[config.mk]
export PLATFORM = sky130hd
export DESIGN_NAME = drp_drum_ctrl
export DESIGN_NICKNAME = d
export VERILOG_FILES = /design/src/hdl/drp_pkg.sv /design/src/hdl/drp_fifo.sv /design/src/hdl/drp_pulse_one_shot.sv /design/src/hdl/drp_drum_ctrl.sv
export SDC_FILE = /design/constraint.sdc
export NUM_CORES = 1
export LEC_CHECK = 0
export BUFFER_PORTS_ARGS = -buffer_cell sky130_fd_sc_hd__buf_2
export CAP_MARGIN = 15
export CORE_ASPECT_RATIO = 0.9
export CORE_MARGIN = 4
export CORE_UTILIZATION = 59
export CTS_CLUSTER_DIAMETER = 150
export CTS_CLUSTER_SIZE = 30
export DETAILED_ROUTE_END_ITERATION = 6
export PLACE_DENSITY = 0.87
export SYNTH_ARGS = -nofsm -noshare
export SYNTH_HDL_FRONTEND = slang
export SYNTH_SLANG_ARGS = --single-unit
[constraint.sdc]
create_clock -name sys_clk -period 3.8 [get_ports sys_clk]
set_clock_uncertainty 0.05 [all_clocks]
set_input_delay 0 -clock sys_clk [delete_from_list [all_inputs] [get_ports sys_clk]]
set_output_delay 0 -clock sys_clk [all_outputs]
set_load 0.01 [all_outputs]
[src/hdl/drp_pkg.sv]
// Shared constants and types for the drum record and playback control block.
package drp_pkg;

  // Clock and time figures.
  localparam int SYS_CLK_PERIOD_NS = 8;
  localparam int BIT_PERIOD_NS     = 10000;
  localparam int OSC_PERIOD_NS     = 10000;
  localparam int WRITE_PULSE_NS    = 2000;
  localparam int READ_DELAY_NS     = BIT_PERIOD_NS / 2;
  localparam int OSC_CYCLES        = OSC_PERIOD_NS / SYS_CLK_PERIOD_NS;
  localparam int WRITE_PULSE_CYCLES = (WRITE_PULSE_NS + SYS_CLK_PERIOD_NS - 1) / SYS_CLK_PERIOD_NS;
  localparam int READ_DELAY_CYCLES = READ_DELAY_NS / SYS_CLK_PERIOD_NS;
  localparam int DLY_W             = 12;

  // Drum geometry.
  localparam int WORD_BITS     = 48;
  localparam int BIT_W         = 6;
  localparam int SLOT_W        = 5;
  localparam int CHAN_W        = 6;
  localparam int NUM_CHANNELS  = 60;
  localparam logic [BIT_W-1:0]  BIT_LAST  = 6'h2F;
  localparam logic [BIT_W-1:0]  BIT_ONES  = 6'h3F;
  localparam logic [SLOT_W-1:0] SLOT_ONES = 5'h1F;
  localparam logic [SLOT_W-1:0] SEQ_LAST  = 5'h18;
  localparam logic [CHAN_W-1:0] CHAN_LAST = 6'h3B;

  // Timing track writer and input word FIFO.
  localparam int TRK_W = 11;
  localparam logic [TRK_W-1:0] TRK_OPEN  = 11'h140;
  localparam logic [TRK_W-1:0] TRK_CLOSE = 11'h600;
  localparam int FIFO_DEPTH = 4;

  typedef logic [WORD_BITS-1:0] drp_word_t;

  // Drum position and sequence carried together.
  typedef struct packed {
    logic [CHAN_W-1:0] channel;
    logic [SLOT_W-1:0] word_seq;
    logic [SLOT_W-1:0] word_slot;
    logic [BIT_W-1:0]  bit_pos;
  } drp_pos_t;

  typedef enum logic [1:0] {TRK_IDLE, TRK_ARMED, TRK_RUN} drp_trk_t;

endpackage

[src/hdl/drp_fifo.sv]
// Small word FIFO with valid and ready on both sides.
`timescale 1ns/1ps
module drp_fifo #(
  parameter int WIDTH = 48,
  parameter int DEPTH = 4
) (
  input  wire logic             sys_clk,
  input  wire logic             rst_n,
  input  wire logic [WIDTH-1:0] in_data,
  input  wire logic             in_valid,
  output logic                  in_ready,
  output logic [WIDTH-1:0]      out_data,
  output logic                  out_valid,
  input  wire logic             out_ready
);
  localparam int AW = (DEPTH > 1) ? $clog2(DEPTH) : 1;
  localparam logic [AW:0] FULL_CNT = (AW+1)'(DEPTH);

  logic [WIDTH-1:0] mem [DEPTH];
  logic [AW-1:0]    wr_ptr;
  logic [AW-1:0]    rd_ptr;
  logic [AW:0]      count;
  logic [AW-1:0]    next_wr_ptr;
  logic [AW-1:0]    next_rd_ptr;
  logic [AW:0]      next_count;
  logic             push;
  logic             pop;

  ////////////////////////////////////////////////////////////////////////////
  // Pointer and count update; pushes stall while full.
  always_comb
  begin
    push        = in_valid && in_ready;
    pop         = out_ready && (count != '0);
    next_wr_ptr = push ? ((wr_ptr == AW'(DEPTH-1)) ? '0 : wr_ptr + 1'b1) : wr_ptr;
    next_rd_ptr = pop ? ((rd_ptr == AW'(DEPTH-1)) ? '0 : rd_ptr + 1'b1) : rd_ptr;
    next_count  = count + (AW+1)'(push) - (AW+1)'(pop);
  end

  // Registers the pointers, the count and the ready flag.
  always_ff @(posedge sys_clk or negedge rst_n)
  begin
    if (!rst_n)
    begin
      wr_ptr   <= '0;
      rd_ptr   <= '0;
      count    <= '0;
      in_ready <= 1'b0;
    end
    else
    begin
      wr_ptr   <= next_wr_ptr;
      rd_ptr   <= next_rd_ptr;
      count    <= next_count;
      in_ready <= (next_count != FULL_CNT); // Registered so it stays low in reset.
    end
  end

  // Storage array holds no reset.
  always_ff @(posedge sys_clk)
  begin
    if (push)
      mem[wr_ptr] <= in_data;
  end

  assign out_valid = (count != '0);
  assign out_data  = mem[rd_ptr];
endmodule

[src/hdl/drp_pulse_one_shot.sv]
// Retriggerable one-shot that holds its output for a fixed cycle count.
`timescale 1ns/1ps
module drp_pulse_one_shot #(
  parameter int CYCLES = 250,
  parameter int CW     = 12
) (
  input  wire logic sys_clk,
  input  wire logic rst_n,
  input  wire logic fire,
  output logic      pulse
);
  logic [CW-1:0] remain;
  logic [CW-1:0] next_remain;

  ////////////////////////////////////////////////////////////////////////////
  // Loads the width on a trigger and counts it away.
  always_comb
  begin
    if (fire)
      next_remain = CW'(CYCLES);
    else if (remain != '0)
      next_remain = remain - 1'b1;
    else
      next_remain = remain;
  end

  // Output is high while the count is running.
  always_ff @(posedge sys_clk or negedge rst_n)
  begin
    if (!rst_n)
    begin
      remain <= '0;
      pulse  <= 1'b0;
    end
    else
    begin
      remain <= next_remain;
      pulse  <= (next_remain != '0);
    end
  end
endmodule

[src/hdl/drp_drum_ctrl.sv]
// Drum record and playback control: position counters, transfer gate and track writers.
//
// Contract
// - One channel selected through sixty relays
// - Matrix clock: drum timing or read logic
// - Shift output to write amp or arithmetic
// - Channel path to write or read amp
// - Record forces up count; playback follows flop
// - Relays switch in the sync gap
// - Sync before timing; both rewritable anytime
// - Eleven-stage counter limits track to 1216
// - Timing gate opens 320, closes 1536
// - Timing track from 100 Kc oscillator
// - Exclusive modes; record stores words continually
// - Write driver shifts at drum timing rate
// - RZ: one gives two-microsecond pulse
// - Write amplifier gets a gated clock
// - Playback samples on delayed timing pulses
// - Bit and word-slot counters track drum
// - Accept one 48-bit word per interval
// - Transfer only when sequence equals slot
// - After 25 words advance channel
// - Word pulse every 48 timing pulses
// - Sequence wraps 24 to 0, 0 to 24
// - Channel counter wraps after sixty
`timescale 1ns/1ps
module drp_drum_ctrl
  import drp_pkg::*;
(
  input  wire logic                  sys_clk,
  input  wire logic                  rst_n,
  input  wire logic                  record_mode,
  input  wire logic                  drum_sync,
  input  wire logic                  drum_timing,
  input  wire logic                  drum_read_data,
  input  wire drp_pkg::drp_word_t    word_in,
  input  wire logic                  word_in_valid,
  output logic                       word_in_ready,
  input  wire logic                  play_req,
  input  wire logic                  up_down_ctl,
  input  wire logic                  run_enable,
  input  wire logic                  count_clear,
  input  wire logic                  sync_write_req,
  input  wire logic                  timing_write_req,
  output logic [NUM_CHANNELS-1:0]    relay_drive,
  output logic                       path_to_write_amp,
  output logic                       path_to_read_amp,
  output logic                       data_write_pulse,
  output logic                       timing_head_pulse,
  output logic                       sync_head_pulse,
  output drp_pkg::drp_word_t         arith_word,
  output logic                       arith_valid,
  output drp_pkg::drp_pos_t          drum_pos,
  output logic                       transfer_gate
);

  drp_word_t          fifo_data;
  logic               fifo_valid;
  logic               fifo_pop;
  drp_pos_t           pos;
  drp_pos_t           next_pos;
  logic               count_up;
  logic               word_pulse;
  logic               slot_match;
  logic               gate;
  logic               next_gate;
  logic [BIT_W-1:0]   bits_left;
  logic [BIT_W-1:0]   next_bits_left;
  drp_word_t          shreg;
  drp_word_t          next_shreg;
  logic               data_ff;
  logic               next_data_ff;
  logic               play_pend;
  logic               next_play_pend;
  logic               seq_step;
  logic               matrix_clk;
  logic [DLY_W-1:0]   dly;
  logic [DLY_W-1:0]   next_dly;
  logic               read_strobe;
  logic               rz_fire;
  drp_word_t          next_arith_word;
  logic               next_arith_valid;
  logic [CHAN_W-1:0]  relay_chan;
  logic [CHAN_W-1:0]  next_relay_chan;
  drp_trk_t           trk;
  drp_trk_t           next_trk;
  logic [TRK_W-1:0]   trk_cnt;
  logic [TRK_W-1:0]   next_trk_cnt;
  logic [DLY_W-1:0]   osc_div;
  logic [DLY_W-1:0]   next_osc_div;
  logic               osc_tick;
  logic               trk_fire;

  ////////////////////////////////////////////////////////////////////////////
  // Input words queue here until their slot comes round.
  drp_fifo #(
    .WIDTH (WORD_BITS),
    .DEPTH (FIFO_DEPTH)
  ) u_fifo (
    .sys_clk   (sys_clk),
    .rst_n     (rst_n),
    .in_data   (word_in),
    .in_valid  (word_in_valid),
    .in_ready  (word_in_ready),
    .out_data  (fifo_data),
    .out_valid (fifo_valid),
    .out_ready (fifo_pop)
  );

  ////////////////////////////////////////////////////////////////////////////
  // Direction and position counters; bit and slot advance on drum timing, sequence and channel at transfer end.
  always_comb
  begin
    count_up   = record_mode ? 1'b1 : up_down_ctl;
    next_pos   = pos;
    word_pulse = 1'b0;
    if (drum_sync)
    begin
      next_pos.bit_pos   = BIT_ONES;
      next_pos.word_slot = SLOT_ONES;
    end
    else if (drum_timing)
    begin
      if (pos.bit_pos == BIT_LAST || pos.bit_pos == BIT_ONES)
      begin
        next_pos.bit_pos   = '0;
        word_pulse         = 1'b1;
        next_pos.word_slot = pos.word_slot + 1'b1;
      end
      else
        next_pos.bit_pos = pos.bit_pos + 1'b1;
    end
    // Sequence steps at the end of each transfer; channel steps only when the sequence wraps.
    if (count_clear)
    begin
      next_pos.word_seq = '0;
      next_pos.channel  = '0;
    end
    else if (seq_step)
    begin
      if (count_up)
      begin
        next_pos.word_seq = (pos.word_seq == SEQ_LAST) ? '0 : pos.word_seq + 1'b1;
        if (pos.word_seq == SEQ_LAST)
          next_pos.channel = (pos.channel == CHAN_LAST) ? '0 : pos.channel + 1'b1;
      end
      else
      begin
        next_pos.word_seq = (pos.word_seq == '0) ? SEQ_LAST : pos.word_seq - 1'b1;
        if (pos.word_seq == '0)
          next_pos.channel = (pos.channel == '0) ? CHAN_LAST : pos.channel - 1'b1;
      end
    end
  end

  ////////////////////////////////////////////////////////////////////////////
  // Transfer gate, shift register and data flip-flop.
  always_comb
  begin
    matrix_clk       = record_mode ? drum_timing : read_strobe;
    slot_match       = word_pulse && !drum_sync && (next_pos.word_slot == pos.word_seq);
    next_gate        = gate;
    next_bits_left   = bits_left;
    next_shreg       = shreg;
    next_data_ff     = data_ff;
    next_play_pend   = play_pend || (play_req && !record_mode);
    next_arith_word  = arith_word;
    next_arith_valid = 1'b0;
    fifo_pop         = 1'b0;
    seq_step         = 1'b0;
    if (!gate)
    begin
      if (record_mode && run_enable && fifo_valid && slot_match)
      begin
        fifo_pop       = 1'b1;
        next_gate      = 1'b1;
        next_data_ff   = fifo_data[0];
        next_shreg     = fifo_data >> 1;
        next_bits_left = BIT_W'(WORD_BITS - 1);
      end
      else if (!record_mode && run_enable && play_pend && slot_match)
      begin
        next_play_pend = play_req; // A new request set in this cycle wins.
        next_gate      = 1'b1;
        next_bits_left = BIT_W'(WORD_BITS);
      end
    end
    else if (matrix_clk)
    begin
      if (record_mode)
      begin
        // The last bit closes the gate so the next slot can open on its first pulse.
        next_data_ff   = shreg[0];
        next_shreg     = shreg >> 1;
        next_bits_left = bits_left - 1'b1;
        if (bits_left == 6'h01)
        begin
          next_gate = 1'b0;
          seq_step  = 1'b1;
        end
      end
      else
      begin
        next_data_ff   = drum_read_data;
        next_shreg     = {drum_read_data, shreg[WORD_BITS-1:1]};
        next_bits_left = bits_left - 1'b1;
        if (bits_left == 6'h01)
        begin
          next_gate        = 1'b0;
          next_arith_word  = {drum_read_data, shreg[WORD_BITS-1:1]};
          next_arith_valid = 1'b1;
          seq_step         = 1'b1;
        end
      end
    end
    if (!record_mode && (gate || next_gate) && drum_timing)
      next_dly = DLY_W'(READ_DELAY_CYCLES);
    else if (dly != '0)
      next_dly = dly - 1'b1;
    else
      next_dly = dly;
  end

  // Relay channel follows the counter only at sync, inside the gap.
  always_comb
  begin
    next_relay_chan = drum_sync ? pos.channel : relay_chan;
  end

  // Registers position, gate and data paths.
  always_ff @(posedge sys_clk or negedge rst_n)
  begin
    if (!rst_n)
    begin
      pos         <= '{channel: '0, word_seq: '0, word_slot: SLOT_ONES, bit_pos: BIT_ONES};
      gate        <= 1'b0;
      bits_left   <= '0;
      shreg       <= '0;
      data_ff     <= 1'b0;
      play_pend   <= 1'b0;
      dly         <= '0;
      read_strobe <= 1'b0;
      rz_fire     <= 1'b0;
      arith_word  <= '0;
      arith_valid <= 1'b0;
      relay_chan  <= '0;
    end
    else
    begin
      pos         <= next_pos;
      gate        <= next_gate;
      bits_left   <= next_bits_left;
      shreg       <= next_shreg;
      data_ff     <= next_data_ff;
      play_pend   <= next_play_pend;
      dly         <= next_dly;
      read_strobe <= (dly == DLY_W'(1));
      rz_fire     <= record_mode && (gate || next_gate) && drum_timing && next_data_ff;
      arith_word  <= next_arith_word;
      arith_valid <= next_arith_valid;
      relay_chan  <= next_relay_chan;
    end
  end

  ////////////////////////////////////////////////////////////////////////////
  // Write driver: a one bit gates the timed pulse into the head.
  drp_pulse_one_shot #(
    .CYCLES (WRITE_PULSE_CYCLES),
    .CW     (DLY_W)
  ) u_data_pulse (
    .sys_clk (sys_clk),
    .rst_n   (rst_n),
    .fire    (rz_fire),
    .pulse   (data_write_pulse)
  );

  ////////////////////////////////////////////////////////////////////////////
  // Timing track writer waits for the recorded sync, then gates the oscillator.
  always_comb
  begin
    osc_tick     = (osc_div == '0);
    next_osc_div = osc_tick ? DLY_W'(OSC_CYCLES - 1) : osc_div - 1'b1;
    next_trk     = trk;
    next_trk_cnt = trk_cnt;
    trk_fire     = 1'b0;
    case (trk)
      TRK_IDLE:
      begin
        if (timing_write_req)
          next_trk = TRK_ARMED;
      end
      TRK_ARMED:
      begin
        next_trk_cnt = '0;
        if (drum_sync)
          next_trk = TRK_RUN;
      end
      TRK_RUN:
      begin
        if (osc_tick)
        begin
          next_trk_cnt = trk_cnt + 1'b1;
          trk_fire     = (trk_cnt >= TRK_OPEN) && (trk_cnt < TRK_CLOSE);
          if (trk_cnt == TRK_CLOSE)
            next_trk = TRK_IDLE;
        end
      end
      default:
        next_trk = TRK_IDLE;
    endcase
  end

  // Registers the oscillator divider and track state.
  always_ff @(posedge sys_clk or negedge rst_n)
  begin
    if (!rst_n)
    begin
      osc_div <= '0;
      trk     <= TRK_IDLE;
      trk_cnt <= '0;
    end
    else
    begin
      osc_div <= next_osc_div;
      trk     <= next_trk;
      trk_cnt <= next_trk_cnt;
    end
  end

  // Timing head driver.
  drp_pulse_one_shot #(
    .CYCLES (WRITE_PULSE_CYCLES),
    .CW     (DLY_W)
  ) u_trk_pulse (
    .sys_clk (sys_clk),
    .rst_n   (rst_n),
    .fire    (trk_fire),
    .pulse   (timing_head_pulse)
  );

  // Sync head driver, usable at any time.
  drp_pulse_one_shot #(
    .CYCLES (WRITE_PULSE_CYCLES),
    .CW     (DLY_W)
  ) u_sync_pulse (
    .sys_clk (sys_clk),
    .rst_n   (rst_n),
    .fire    (sync_write_req),
    .pulse   (sync_head_pulse)
  );

  ////////////////////////////////////////////////////////////////////////////
  // Relay tree drive and amplifier path selection, all registered.
  genvar gi;
  generate
    for (gi = 0; gi < NUM_CHANNELS; gi++)
    begin : g_relay
      always_ff @(posedge sys_clk or negedge rst_n)
      begin
        if (!rst_n)
          relay_drive[gi] <= 1'b0;
        else
          relay_drive[gi] <= (next_relay_chan == CHAN_W'(gi));
      end
    end
  endgenerate

  // Path switches and status copies.
  always_ff @(posedge sys_clk or negedge rst_n)
  begin
    if (!rst_n)
    begin
      path_to_write_amp <= 1'b0;
      path_to_read_amp  <= 1'b0;
      drum_pos          <= '0;
      transfer_gate     <= 1'b0;
    end
    else
    begin
      path_to_write_amp <= record_mode;
      path_to_read_amp  <= !record_mode;
      drum_pos          <= next_pos;
      transfer_gate     <= next_gate;
    end
  end

endmodule

==> impl_metrics.json, run 1 <==
{
  "core_area_um2": 33300,
  "yosys_warnings": 0,
  "avgSynthCellArea_um2": 12.1,
  "area_growth_pct": 13.1,
  "grt_remaining_overflow": 0,
  "numCtsBuffers": 20,
  "drt-wirelength-per-cell_um": 18.2,
  "final_common_cell": "nand2_1",
  "nets": 1966,
  "synth_cells": 1656,
  "postCtsResizedCells": 0,
  "period_minus_slack_ns": 3.47,
  "vias": 13428,
  "slew_headroom_pct": 36.9,
  "setup_ws_ns": 0.325,
  "finalHoldViolCount": 0,
  "cts-htree-levels": 1,
  "fp-row-count": 63,
  "finalSetupViolations": 0,
  "yosys.area_share.simple_pct": 15.8,
  "synthesis.nets": 1745,
  "fp.dieW_um": 203,
  "wl_met1_mm": 18.1,
  "grt_pass1_vias": 13569,
  "synth_mux_area_share_pct": 6.49,
  "p_leak_nw": 9.74,
  "synth_enable_flop_cells": 192,
  "critPathLaunchType": "flip-flop",
  "ys_async_sr_fraction_pct": 60.4,
  "final_cell_mix": "nand2_1 (323), dfrtp_1 (279), buf_2 (197)",
  "cts-root-buf": "clkbuf_16",
  "ant_nets": 0,
  "holdWs_ns": 0.0606,
  "fin_util_pct": 68.4,
  "ioPinCount": 199,
  "place_area_um2": 21500,
  "ys_ff_latch": 485,
  "final_area_um2": 22800,
  "dr.pass1.iters": 5,
  "die_area_um2": 37100,
  "fmax_mhz": 288,
  "power_density_nw_per_um2": 526,
  "required_ns": 4.20,
  "synth_fa_ha_area_share_pct": 1.78,
  "clk-insertion-delay-late_ns": 0.58,
  "drt_wl_total_mm": 42.8,
  "grt_max_degree": 122,
  "crit_path_max_fanout": 7,
  "cts_sinks": 485,
  "slew_viol_final": 0,
  "cp.arrival_ns": 3.88,
  "rsz0062_at_grt": "no",
  "synth_ff_type": "dfrtp_1",
  "cts_tree": "built",
  "min_path_type": "primary input to async pin",
  "fin_tns_setup_ns": 0,
  "io_buffer_count": 198,
  "cp-end-kind": "flip-flop",
  "clkTransAtPathRegs_ns": 0.11,
  "drv_cap": 0,
  "drive_gt1_share_pct": 17.7,
  "drt_iter0_drc": 1062,
  "synthXorXnorAreaFrac_pct": 2.13,
  "die_h_um": 183,
  "synth_top_family_by_area": "simple AND/OR/NAND/NOR gates",
  "multi_input_area_um2": 6470,
  "synth_compound_area_share_pct": 5.83,
  "route.met3.wl_mm": 2.37,
  "drc": 0,
  "grt_pass1_wl_mm": 69.9,
  "worst_slew_pin_slew_ns": 0.946,
  "fin_crit_sh_pct": 91.4,
  "yosysSeqAreaShare_pct": 65.2,
  "cts_max_path_buffers": 3,
  "seq_area_um2": 13100,
  "dr_wl_met2_mm": 21.3,
  "dp_hpwl_mm": 28.6,
  "ir_worst_vdd_mv": 0.422,
  "netlist_area_um2": 20100,
  "worstSetupPathType": "flip-flop to flip-flop",
  "synth.distinct_cells": 78,
  "nFillCells": 2370,
  "antenna_found_initial": 3,
  "place.gp.congestion": 0.878,
  "viasPerCell": 5.72,
  "outcome": "completed",
  "place_ws_ns": 0.360,
  "start_util_pct": 60.5,
  "top_layer": "met5",
  "grt.total_usage_pct": 22.9
}
==> routing by layer <==
layer  vias up  global-route usage, %
li1       6217                      -
met4         2                   5.54
met2       408                   39.1
met3        58                   3.02
met5         -                      0
met1      6743                   32.0
==> state kept, by name, summed over array words and instances (netlist names), 22 cells and up <==
register / cells
drum_pos: 22
relay_drive: 60
shreg: 48
u_fifo.mem: 192
arith_word: 48
==> Yosys cell counts (3+ instances only) <==
cell | instances | share of area [%]
xnor2_1 | 31 | 1.3
buf_4 | 11 | 0.41
and2_1 | 4 | 0.12
a211oi_1 | 5 | 0.19
nand2b_1 | 14 | 0.44
a211o_1 | 3 | 0.13
xor2_1 | 16 | 0.70
nor3_1 | 40 | 1.0
o21ai_0 | 50 | 1.2
mux2_2 | 4 | 0.22
dfrtp_1 | 282 | 35
inv_1 | 53 | 0.99
o21ai_1 | 5 | 0.12
edfxtp_1 | 192 | 29
clkbuf_1 | 57 | 1.1
or3b_1 | 4 | 0.17
nand4_1 | 10 | 0.31
nand3_1 | 24 | 0.60
nor2_1 | 193 | 3.6
buf_1 | 4 | 0.075
o31ai_1 | 6 | 0.22
or3_1 | 18 | 0.56
mux2i_1 | 18 | 0.90
nor3b_1 | 3 | 0.11
ha_1 | 27 | 1.7
or4_1 | 7 | 0.26
dfstp_2 | 11 | 1.4
nor4_1 | 11 | 0.34
nor2b_1 | 10 | 0.31
o211ai_1 | 3 | 0.11
buf_2 | 9 | 0.22
a31oi_1 | 51 | 1.6
nor4b_1 | 3 | 0.13
and3_1 | 16 | 0.50
a21oi_1 | 30 | 0.75
mux4_2 | 48 | 5.4
nand2_1 | 323 | 6.0
or2_2 | 5 | 0.16
==> critical path: stages (launching register included) <==
cell     delay (ns)
dfstp_2        0.57
ha_1           0.25
nand4_2        0.22
or3_1          0.39
nand3_1        0.18
xor2_2         0.18
nor4_2         0.42
ha_1           0.29
inv_1          0.05
ha_1           0.15
fa_1           0.44
nor2_1         0.12
nand2_1        0.06
==> metrics by stage <==
stage,instances,power [W]
floorplan,1656,0.00854
global placement,2249,0.00920
detailed placement,2249,0.00938
CTS,2346,0.0120
global route,2348,0.0126
finish,2348,0.0120
==> cell families after synthesis <==
| logic type | count (synthesis) |
|---|---|
| flip-flops | 485 |
| AO/OA/AOI/OAI | 184 |
| adder cells (fa/ha/maj) | 28 |
| buffers and inverters | 134 |
| AND/OR/NAND/NOR | 707 |
| XOR/XNOR | 48 |
| multiplexers | 70 |
==> power breakdown <==
part	internal, W	switching, W	total (W)
sequential	0.00634	0.000538	0.00688
clock	0.00104	0.00160	0.00264
combinational	0.000916	0.00152	0.00243
total	0.00830	0.00366	0.0120
==> final timing paths <==
path	startpoint	to	slack, ns	depth (start not counted)
max in group asynchronous	rst_n	relay_drive[7]	2.57	3
hold reg to reg	arith_word[5]	arith_word[5]	0.43	2
setup / recovery	pos[0]	u_fifo.in_ready	0.33	12
min in group sys_clk	word_in[13]	u_fifo.mem[1][13]	0.12	2
setup reg to reg	pos[0]	u_fifo.in_ready	0.33	12
hold / removal	rst_n	trk_cnt[4]	0.06	2
==> cell type report <==
cell class | count | share of cell area [%]
antenna | 2 | 0.0220
multi-input combinational | 1037 | 28.4
timing repair buffer | 280 | 7.83
inverter | 53 | 0.874
clock inverter | 2 | 0.264
tap | 455 | 2.50
sequential | 485 | 57.7
clock buffer | 34 | 2.43
==> timing repair <==
action / in CTS / in global routing
hold buffers: 61 / 0
endpoints found under the hold margin: 381 / 0
setup buffers: 0 / 0
Power figures use the tool's default switching activity.
==> inputs of run 2 (changes only) <==
--- a/config.mk
+++ b/config.mk
@@ -13,6 +13,7 @@
 export CTS_CLUSTER_DIAMETER = 150
 export CTS_CLUSTER_SIZE = 30
 export DETAILED_ROUTE_END_ITERATION = 6
+export GPL_ROUTABILITY_DRIVEN = 0
 export PLACE_DENSITY = 0.87
 export SYNTH_ARGS = -nofsm -noshare
 export SYNTH_HDL_FRONTEND = slang
==> constraint.sdc (replaced) <==
create_clock -name sys_clk -period 3.8 [get_ports sys_clk]
set_clock_uncertainty 0.05 [all_clocks]
set_input_delay 0.57 -clock sys_clk [delete_from_list [all_inputs] [get_ports sys_clk]]
set_output_delay 0.57 -clock sys_clk [all_outputs]
set_load 0.01 [all_outputs]
==> run 2 against run 1 <==
Maximum frequency decreased by 2.8%. Count of clock-buffer cells in the layout unchanged. Global-route usage decreased by 0.35 points. Setup slack got worse by 0.10 ns. Critical path depth unchanged.
==> impl_metrics.json, run 2 (synthesized netlist as in run 1, its figures left out) <==
{
  "outcome": "completed",
  "core_area_um2": 33300,
  "largest_register": "u_fifo.mem",
  "power.switching_w": 0.00359,
  "grt_pass1_wl_mm": 68.5,
  "area_growth_pct": 10.2,
  "crit_path_max_fanout": 7,
  "fin_crit_sh_pct": 94.1,
  "drv_cap": 0,
  "fp-row-count": 63,
  "use_met2_pct": 38.8,
  "critPathLaunchType": "flip-flop",
  "total_power_w": 0.0119,
  "min_path_type": "primary input to flip-flop",
  "cp-end-kind": "flip-flop",
  "switching_share_pct": 30.3,
  "start_util_pct": 60.5,
  "p_clk_share_pct": 21.9,
  "clkTransAtPathRegs_ns": 0.12,
  "grt_remaining_overflow": 0,
  "power_density_nw_per_um2": 535,
  "drive_gt1_share_pct": 18.2,
  "final_cell_mix": "nand2_1 (323), dfrtp_1 (279), buf_2 (197)",
  "cp.arrival_ns": 3.97,
  "worstSetupPathType": "flip-flop to flip-flop",
  "final_common_cell": "nand2_1",
  "required_ns": 4.20,
  "slew_headroom_pct": 47.8,
  "clk-insertion-delay-late_ns": 0.57,
  "largest_register_ffs": 192,
  "period_minus_slack_ns": 3.58,
  "rsz0062_at_grt": "no",
  "vias": 13234,
  "top_regs": "u_fifo.mem: 192 flops, relay_drive: 60 flops",
  "die_h_um": 183,
  "io_buffer_count": 198,
  "finalSetupViolations": 0,
  "dr.pass1.iters": 6,
  "drc": 0,
  "slew_viol_final": 0,
  "p_int_w": 0.00826,
  "drt-wirelength-per-cell_um": 18.5,
  "cts-htree-levels": 1,
  "ir_worst_vdd_mv": 0.435,
  "ioPinCount": 199,
  "finalHoldViolCount": 0,
  "fmax_mhz": 280,
  "grt_pass1_vias": 13204,
  "grt.met1_usage_pct": 30.5,
  "die_area_um2": 37100,
  "nets": 1904,
  "post_cts_buffers": 0,
  "antenna_found_initial": 9,
  "dp_hpwl_mm": 28.8,
  "drt_wl_total_mm": 42.2,
  "busiest_layer": "met2",
  "grt_max_degree": 90,
  "gr-usage-met3_pct": 4.00,
  "ant_nets": 0,
  "comb_power_share_pct": 20.0,
  "cts-root-buf": "clkbuf_16",
  "cts_sinks": 485,
  "p_seq_share_pct": 58.1,
  "fin_tns_setup_ns": 0,
  "fp.dieW_um": 203,
  "p_leak_nw": 9.49,
  "viasPerCell": 5.79,
  "grt.total_usage_pct": 22.6,
  "numCtsBuffers": 20,
  "worst_slew_pin_slew_ns": 0.773,
  "cts_tree": "built",
  "cts_max_path_buffers": 3,
  "drt_iter0_drc": 885
}
[run 2: routing by layer]
layer  wire (um)  vias up
li1            -     6097
met1       17600     6639
met2       20900      395
met3        2450       89
met4        1170       14
met5          92        -
[run 2: final timing paths]
check                          startpoint                end  slack, ns  depth (start not counted)
setup / recovery                   pos[0]    u_fifo.in_ready       0.22                         12
hold / removal                word_in[11]  u_fifo.mem[2][11]       0.16                          1
setup reg to reg                   pos[0]    u_fifo.in_ready       0.22                         12
hold reg to reg            arith_word[22]     arith_word[22]       0.43                          2
max in group asynchronous           rst_n           shreg[0]       2.23                          3
min in group asynchronous           rst_n         trk_cnt[7]       0.53                          2
[run 2: area by class of cell]
cell class                 count  area [um2]
antenna                        3        7.51
clock buffer                  34         553
clock inverter                 2        60.1
fill                        2455       11100
inverter                      53         199
multi-input combinational   1037        6480
sequential                   485       13100
tap                          455         569
timing repair buffer         218        1180
[run 2: metrics by stage]
| step | cell area, um2 | setup slack, ns | hold slack [ns] | utilization, % | std cells |
|---|---|---|---|---|---|
| 5_1_grt | 22200 | 0.0162 | 0.131 | 66.6 | 2286 |
| 6_report | 22200 | 0.224 | 0.159 | 66.6 | 2287 |
| 2_1_floorplan | 20100 | 0.512 | 0.224 | - | 1656 |
| 3_5_place_dp | 21500 | 0.281 | 0.408 | 64.7 | 2247 |
| 4_1_cts | 22100 | 0.224 | 0.137 | 66.6 | 2284 |
| 3_3_place_gp | 21500 | 0.472 | 0.405 | 64.7 | 2247 |
[run 2: timing repair]
| action | in CTS | in global routing |
|---|---|---|
| endpoints found under the setup margin | 0 | 1 |
| hold endpoints to repair | 63 | 0 |
| gates resized for setup | 0 | 1 |
| hold buffers | 1 | 0 |
[run 2: worst max-delay path, stage by stage (launching register included)]
cell and delay (ns):
dfstp_2 0.58, ha_1 0.25, nand4_2 0.25, or3_1 0.41
nand3_1 0.21, xor2_4 0.16, nor4_2 0.38, ha_1 0.30
inv_1 0.07, ha_1 0.17, fa_1 0.45, nor2_1 0.12
nand2_1 0.06
[run 2: power by group through the flow]
stage	Combinational [W]	Clock (W)	Sequential [W]
after global routing	0.00266	0.00287	0.00698
after global placement	0.00227	0	0.00692
after CTS	0.00239	0.00267	0.00688
final	0.00237	0.00260	0.00689
after floorplan	0.00172	0	0.00682
after detailed placement	0.00238	0	0.00698
==> inputs of run 3 (changes only) <==
--- a/config.mk
+++ b/config.mk
@@ -14,6 +14,7 @@
 export CTS_CLUSTER_SIZE = 30
 export DETAILED_ROUTE_END_ITERATION = 6
 export GPL_ROUTABILITY_DRIVEN = 0
+export GPL_TIMING_DRIVEN = 0
 export PLACE_DENSITY = 0.87
 export SYNTH_ARGS = -nofsm -noshare
 export SYNTH_HDL_FRONTEND = slang
==> run 3 against run 2 <==
Via count up 1.0%. Sequential cell count unchanged. Power up 1.0%. Clock power about the same. Sequential power down 0.7%. Wire length up 2.2%. Critical path depth unchanged. Sequential share of layout area down 0.84 points. Die area unchanged. Combinational power up 7%. Count of clock-buffer cells in the layout unchanged. Critical path type unchanged.
==> impl_metrics.json, run 3 (synthesized netlist as in run 1, its figures left out) <==
{
  "outcome": "completed",
  "min_path_type": "primary input to flip-flop",
  "min_from": "word_in[18]",
  "viasPerCell": 5.68,
  "reg2reg_to": "u_fifo.in_ready",
  "required_ns": 4.22,
  "multi_input_area_um2": 6480,
  "drc": 0,
  "drt-wirelength-per-cell_um": 18.3,
  "fp.dieW_um": 203,
  "p_seq_share_pct": 57.1,
  "fp-row-count": 63,
  "switching_share_pct": 30.6,
  "io_buffer_count": 196,
  "worstSetupPathType": "flip-flop to flip-flop",
  "place_area_um2": 21800,
  "p_int_w": 0.00832,
  "clk-insertion-delay-late_ns": 0.57,
  "drv_cap": 0,
  "cts-htree-levels": 1,
  "fin_tns_setup_ns": 0,
  "critPathLaunchType": "flip-flop",
  "cts_tree": "built",
  "start_util_pct": 60.5,
  "area_growth_pct": 11.7,
  "grt.total_usage_pct": 23.2,
  "p_leak_nw": 9.63,
  "hold_depth": 1,
  "core_area_um2": 33300,
  "final_cell_mix": "nand2_1 (323), dfrtp_1 (282), buf_2 (204)",
  "ir_worst_vdd_mv": 0.568,
  "dp_hpwl_mm": 30.8,
  "final_area_um2": 22500,
  "comb_power_share_pct": 21.2,
  "numCtsBuffers": 20,
  "hold_path_end": "u_fifo.mem[2][18]",
  "drive_gt1_share_pct": 17.5,
  "cts_sinks": 485,
  "largest_register_ffs": 192,
  "cts_max_path_buffers": 3,
  "grt_pass1_wl_mm": 70.0,
  "nets": 1970,
  "vias": 13366,
  "reg2reg_depth": 12,
  "fin_crit_sh_pct": 95.7,
  "place_ws_ns": -0.0923,
  "period_minus_slack_ns": 3.64,
  "largest_register": "u_fifo.mem",
  "p_clk_share_pct": 21.8,
  "drt_wl_total_mm": 43.1,
  "power_density_nw_per_um2": 533,
  "setup_ws_ns": 0.163,
  "slew_viol_final": 0,
  "cts-root-buf": "clkbuf_16",
  "finalSetupViolations": 0,
  "nFillCells": 2372,
  "grt_pass1_vias": 13355,
  "finalHoldViolCount": 0,
  "final-instance-count-excl-fill": 2352,
  "crit_path_max_fanout": 7,
  "grt_max_degree": 111,
  "placed_cells": 2313,
  "antenna_found_initial": 8,
  "worst_slew_pin_slew_ns": 0.890,
  "fmax_mhz": 275,
  "cp.arrival_ns": 4.06,
  "power.switching_w": 0.00366,
  "r2r-start": "pos[0]",
  "dr.pass1.iters": 5,
  "final_common_cell": "nand2_1",
  "drt_iter0_drc": 1095,
  "ioPinCount": 199,
  "clkTransAtPathRegs_ns": 0.11,
  "cp-end-kind": "flip-flop",
  "seq_area_um2": 13100,
  "die_area_um2": 37100,
  "die_h_um": 183,
  "top_regs": "u_fifo.mem: 192 flops, relay_drive: 60 flops",
  "grt_remaining_overflow": 0,
  "rrSetupSlack_ns": 0.16,
  "ant_nets": 0,
  "slew_headroom_pct": 40.6
}
==> run 3: cell types whose count changed in the layout (fill, tap and decap cells not counted), sizes merged <==
cell    before  now
clkbuf      34   91
buf        217  226
clkinv       3    2
diode        3    2
inv         52   53
==> run 3: what timing repair did <==
item	CTS	global route
setup buffers	0	0
endpoints found under the setup margin	1	3
hold buffers	1	0
endpoints found under the hold margin	9	0
resized for setup	1	2
pin swaps	0	1
==> run 3: stage by stage <==
stage | total power, W | hold slack [ns] | utilization [%]
6_report | 0.0120 | 0.152 | 67.6
3_3_place_gp | 0.00922 | 0.404 | 65.1
4_1_cts | 0.0121 | 0.124 | 67.5
3_5_place_dp | 0.00944 | 0.407 | 65.6
5_1_grt | 0.0126 | 0.125 | 67.6
2_1_floorplan | 0.00854 | 0.224 | -
==> run 3: area by class of cell <==
| class | count | area share, % |
|---|---|---|
| antenna | 2 | 0.0223 |
| buffer | 81 | 1.59 |
| clock buffer | 34 | 2.46 |
| clock inverter | 2 | 0.267 |
| inverter | 53 | 0.885 |
| multi-input combinational | 1037 | 28.8 |
| sequential | 485 | 58.3 |
| tap | 455 | 2.53 |
| timing repair buffer | 203 | 5.06 |
==> run 3: worst max-delay path by stage <==
stage                   start              end  slack, ns  cells after the start
CTS                    pos[1]  u_fifo.in_ready       0.13                     12
floorplan              pos[0]  u_fifo.in_ready       0.51                     12
detailed placement  drum_sync  u_fifo.in_ready      -0.09                     11
global route           pos[0]  u_fifo.in_ready     -0.006                     12
global placement        rst_n        shreg[34]      -3.14                      1
finish                 pos[0]  u_fifo.in_ready       0.16                     12
==> run 3: worst max-delay path, cell delays in order (launching register included) <==
cell and delay, ns:
dfstp_2 0.58, ha_1 0.23, nand4_2 0.25, o21a_1 0.30
nor4_4 0.27, nor2_1 0.18, nor4_4 0.55, ha_1 0.32
inv_1 0.06, ha_1 0.15, fa_1 0.43, nor2_1 0.12
nand2_1 0.05
==> run 3: power by group through the flow <==
stage	sequential (W)	clock (W)	combinational, W
after global placement	0.00690	0	0.00232
final	0.00684	0.00261	0.00253
after global routing	0.00692	0.00287	0.00285
after floorplan	0.00682	0	0.00172
after CTS	0.00682	0.00269	0.00254
after detailed placement	0.00693	0	0.00251
==> run 3: layer usage <==
metal | global-route usage [%] | vias to the layer above | share of wire, %
met3 | 4.67 | 86 | 6.4
met4 | 5.78 | 14 | 2.3
li1 | - | 6223 | -
met2 | 39.8 | 414 | 51
met1 | 31.1 | 6629 | 40
met5 | 0 | - | 0.21
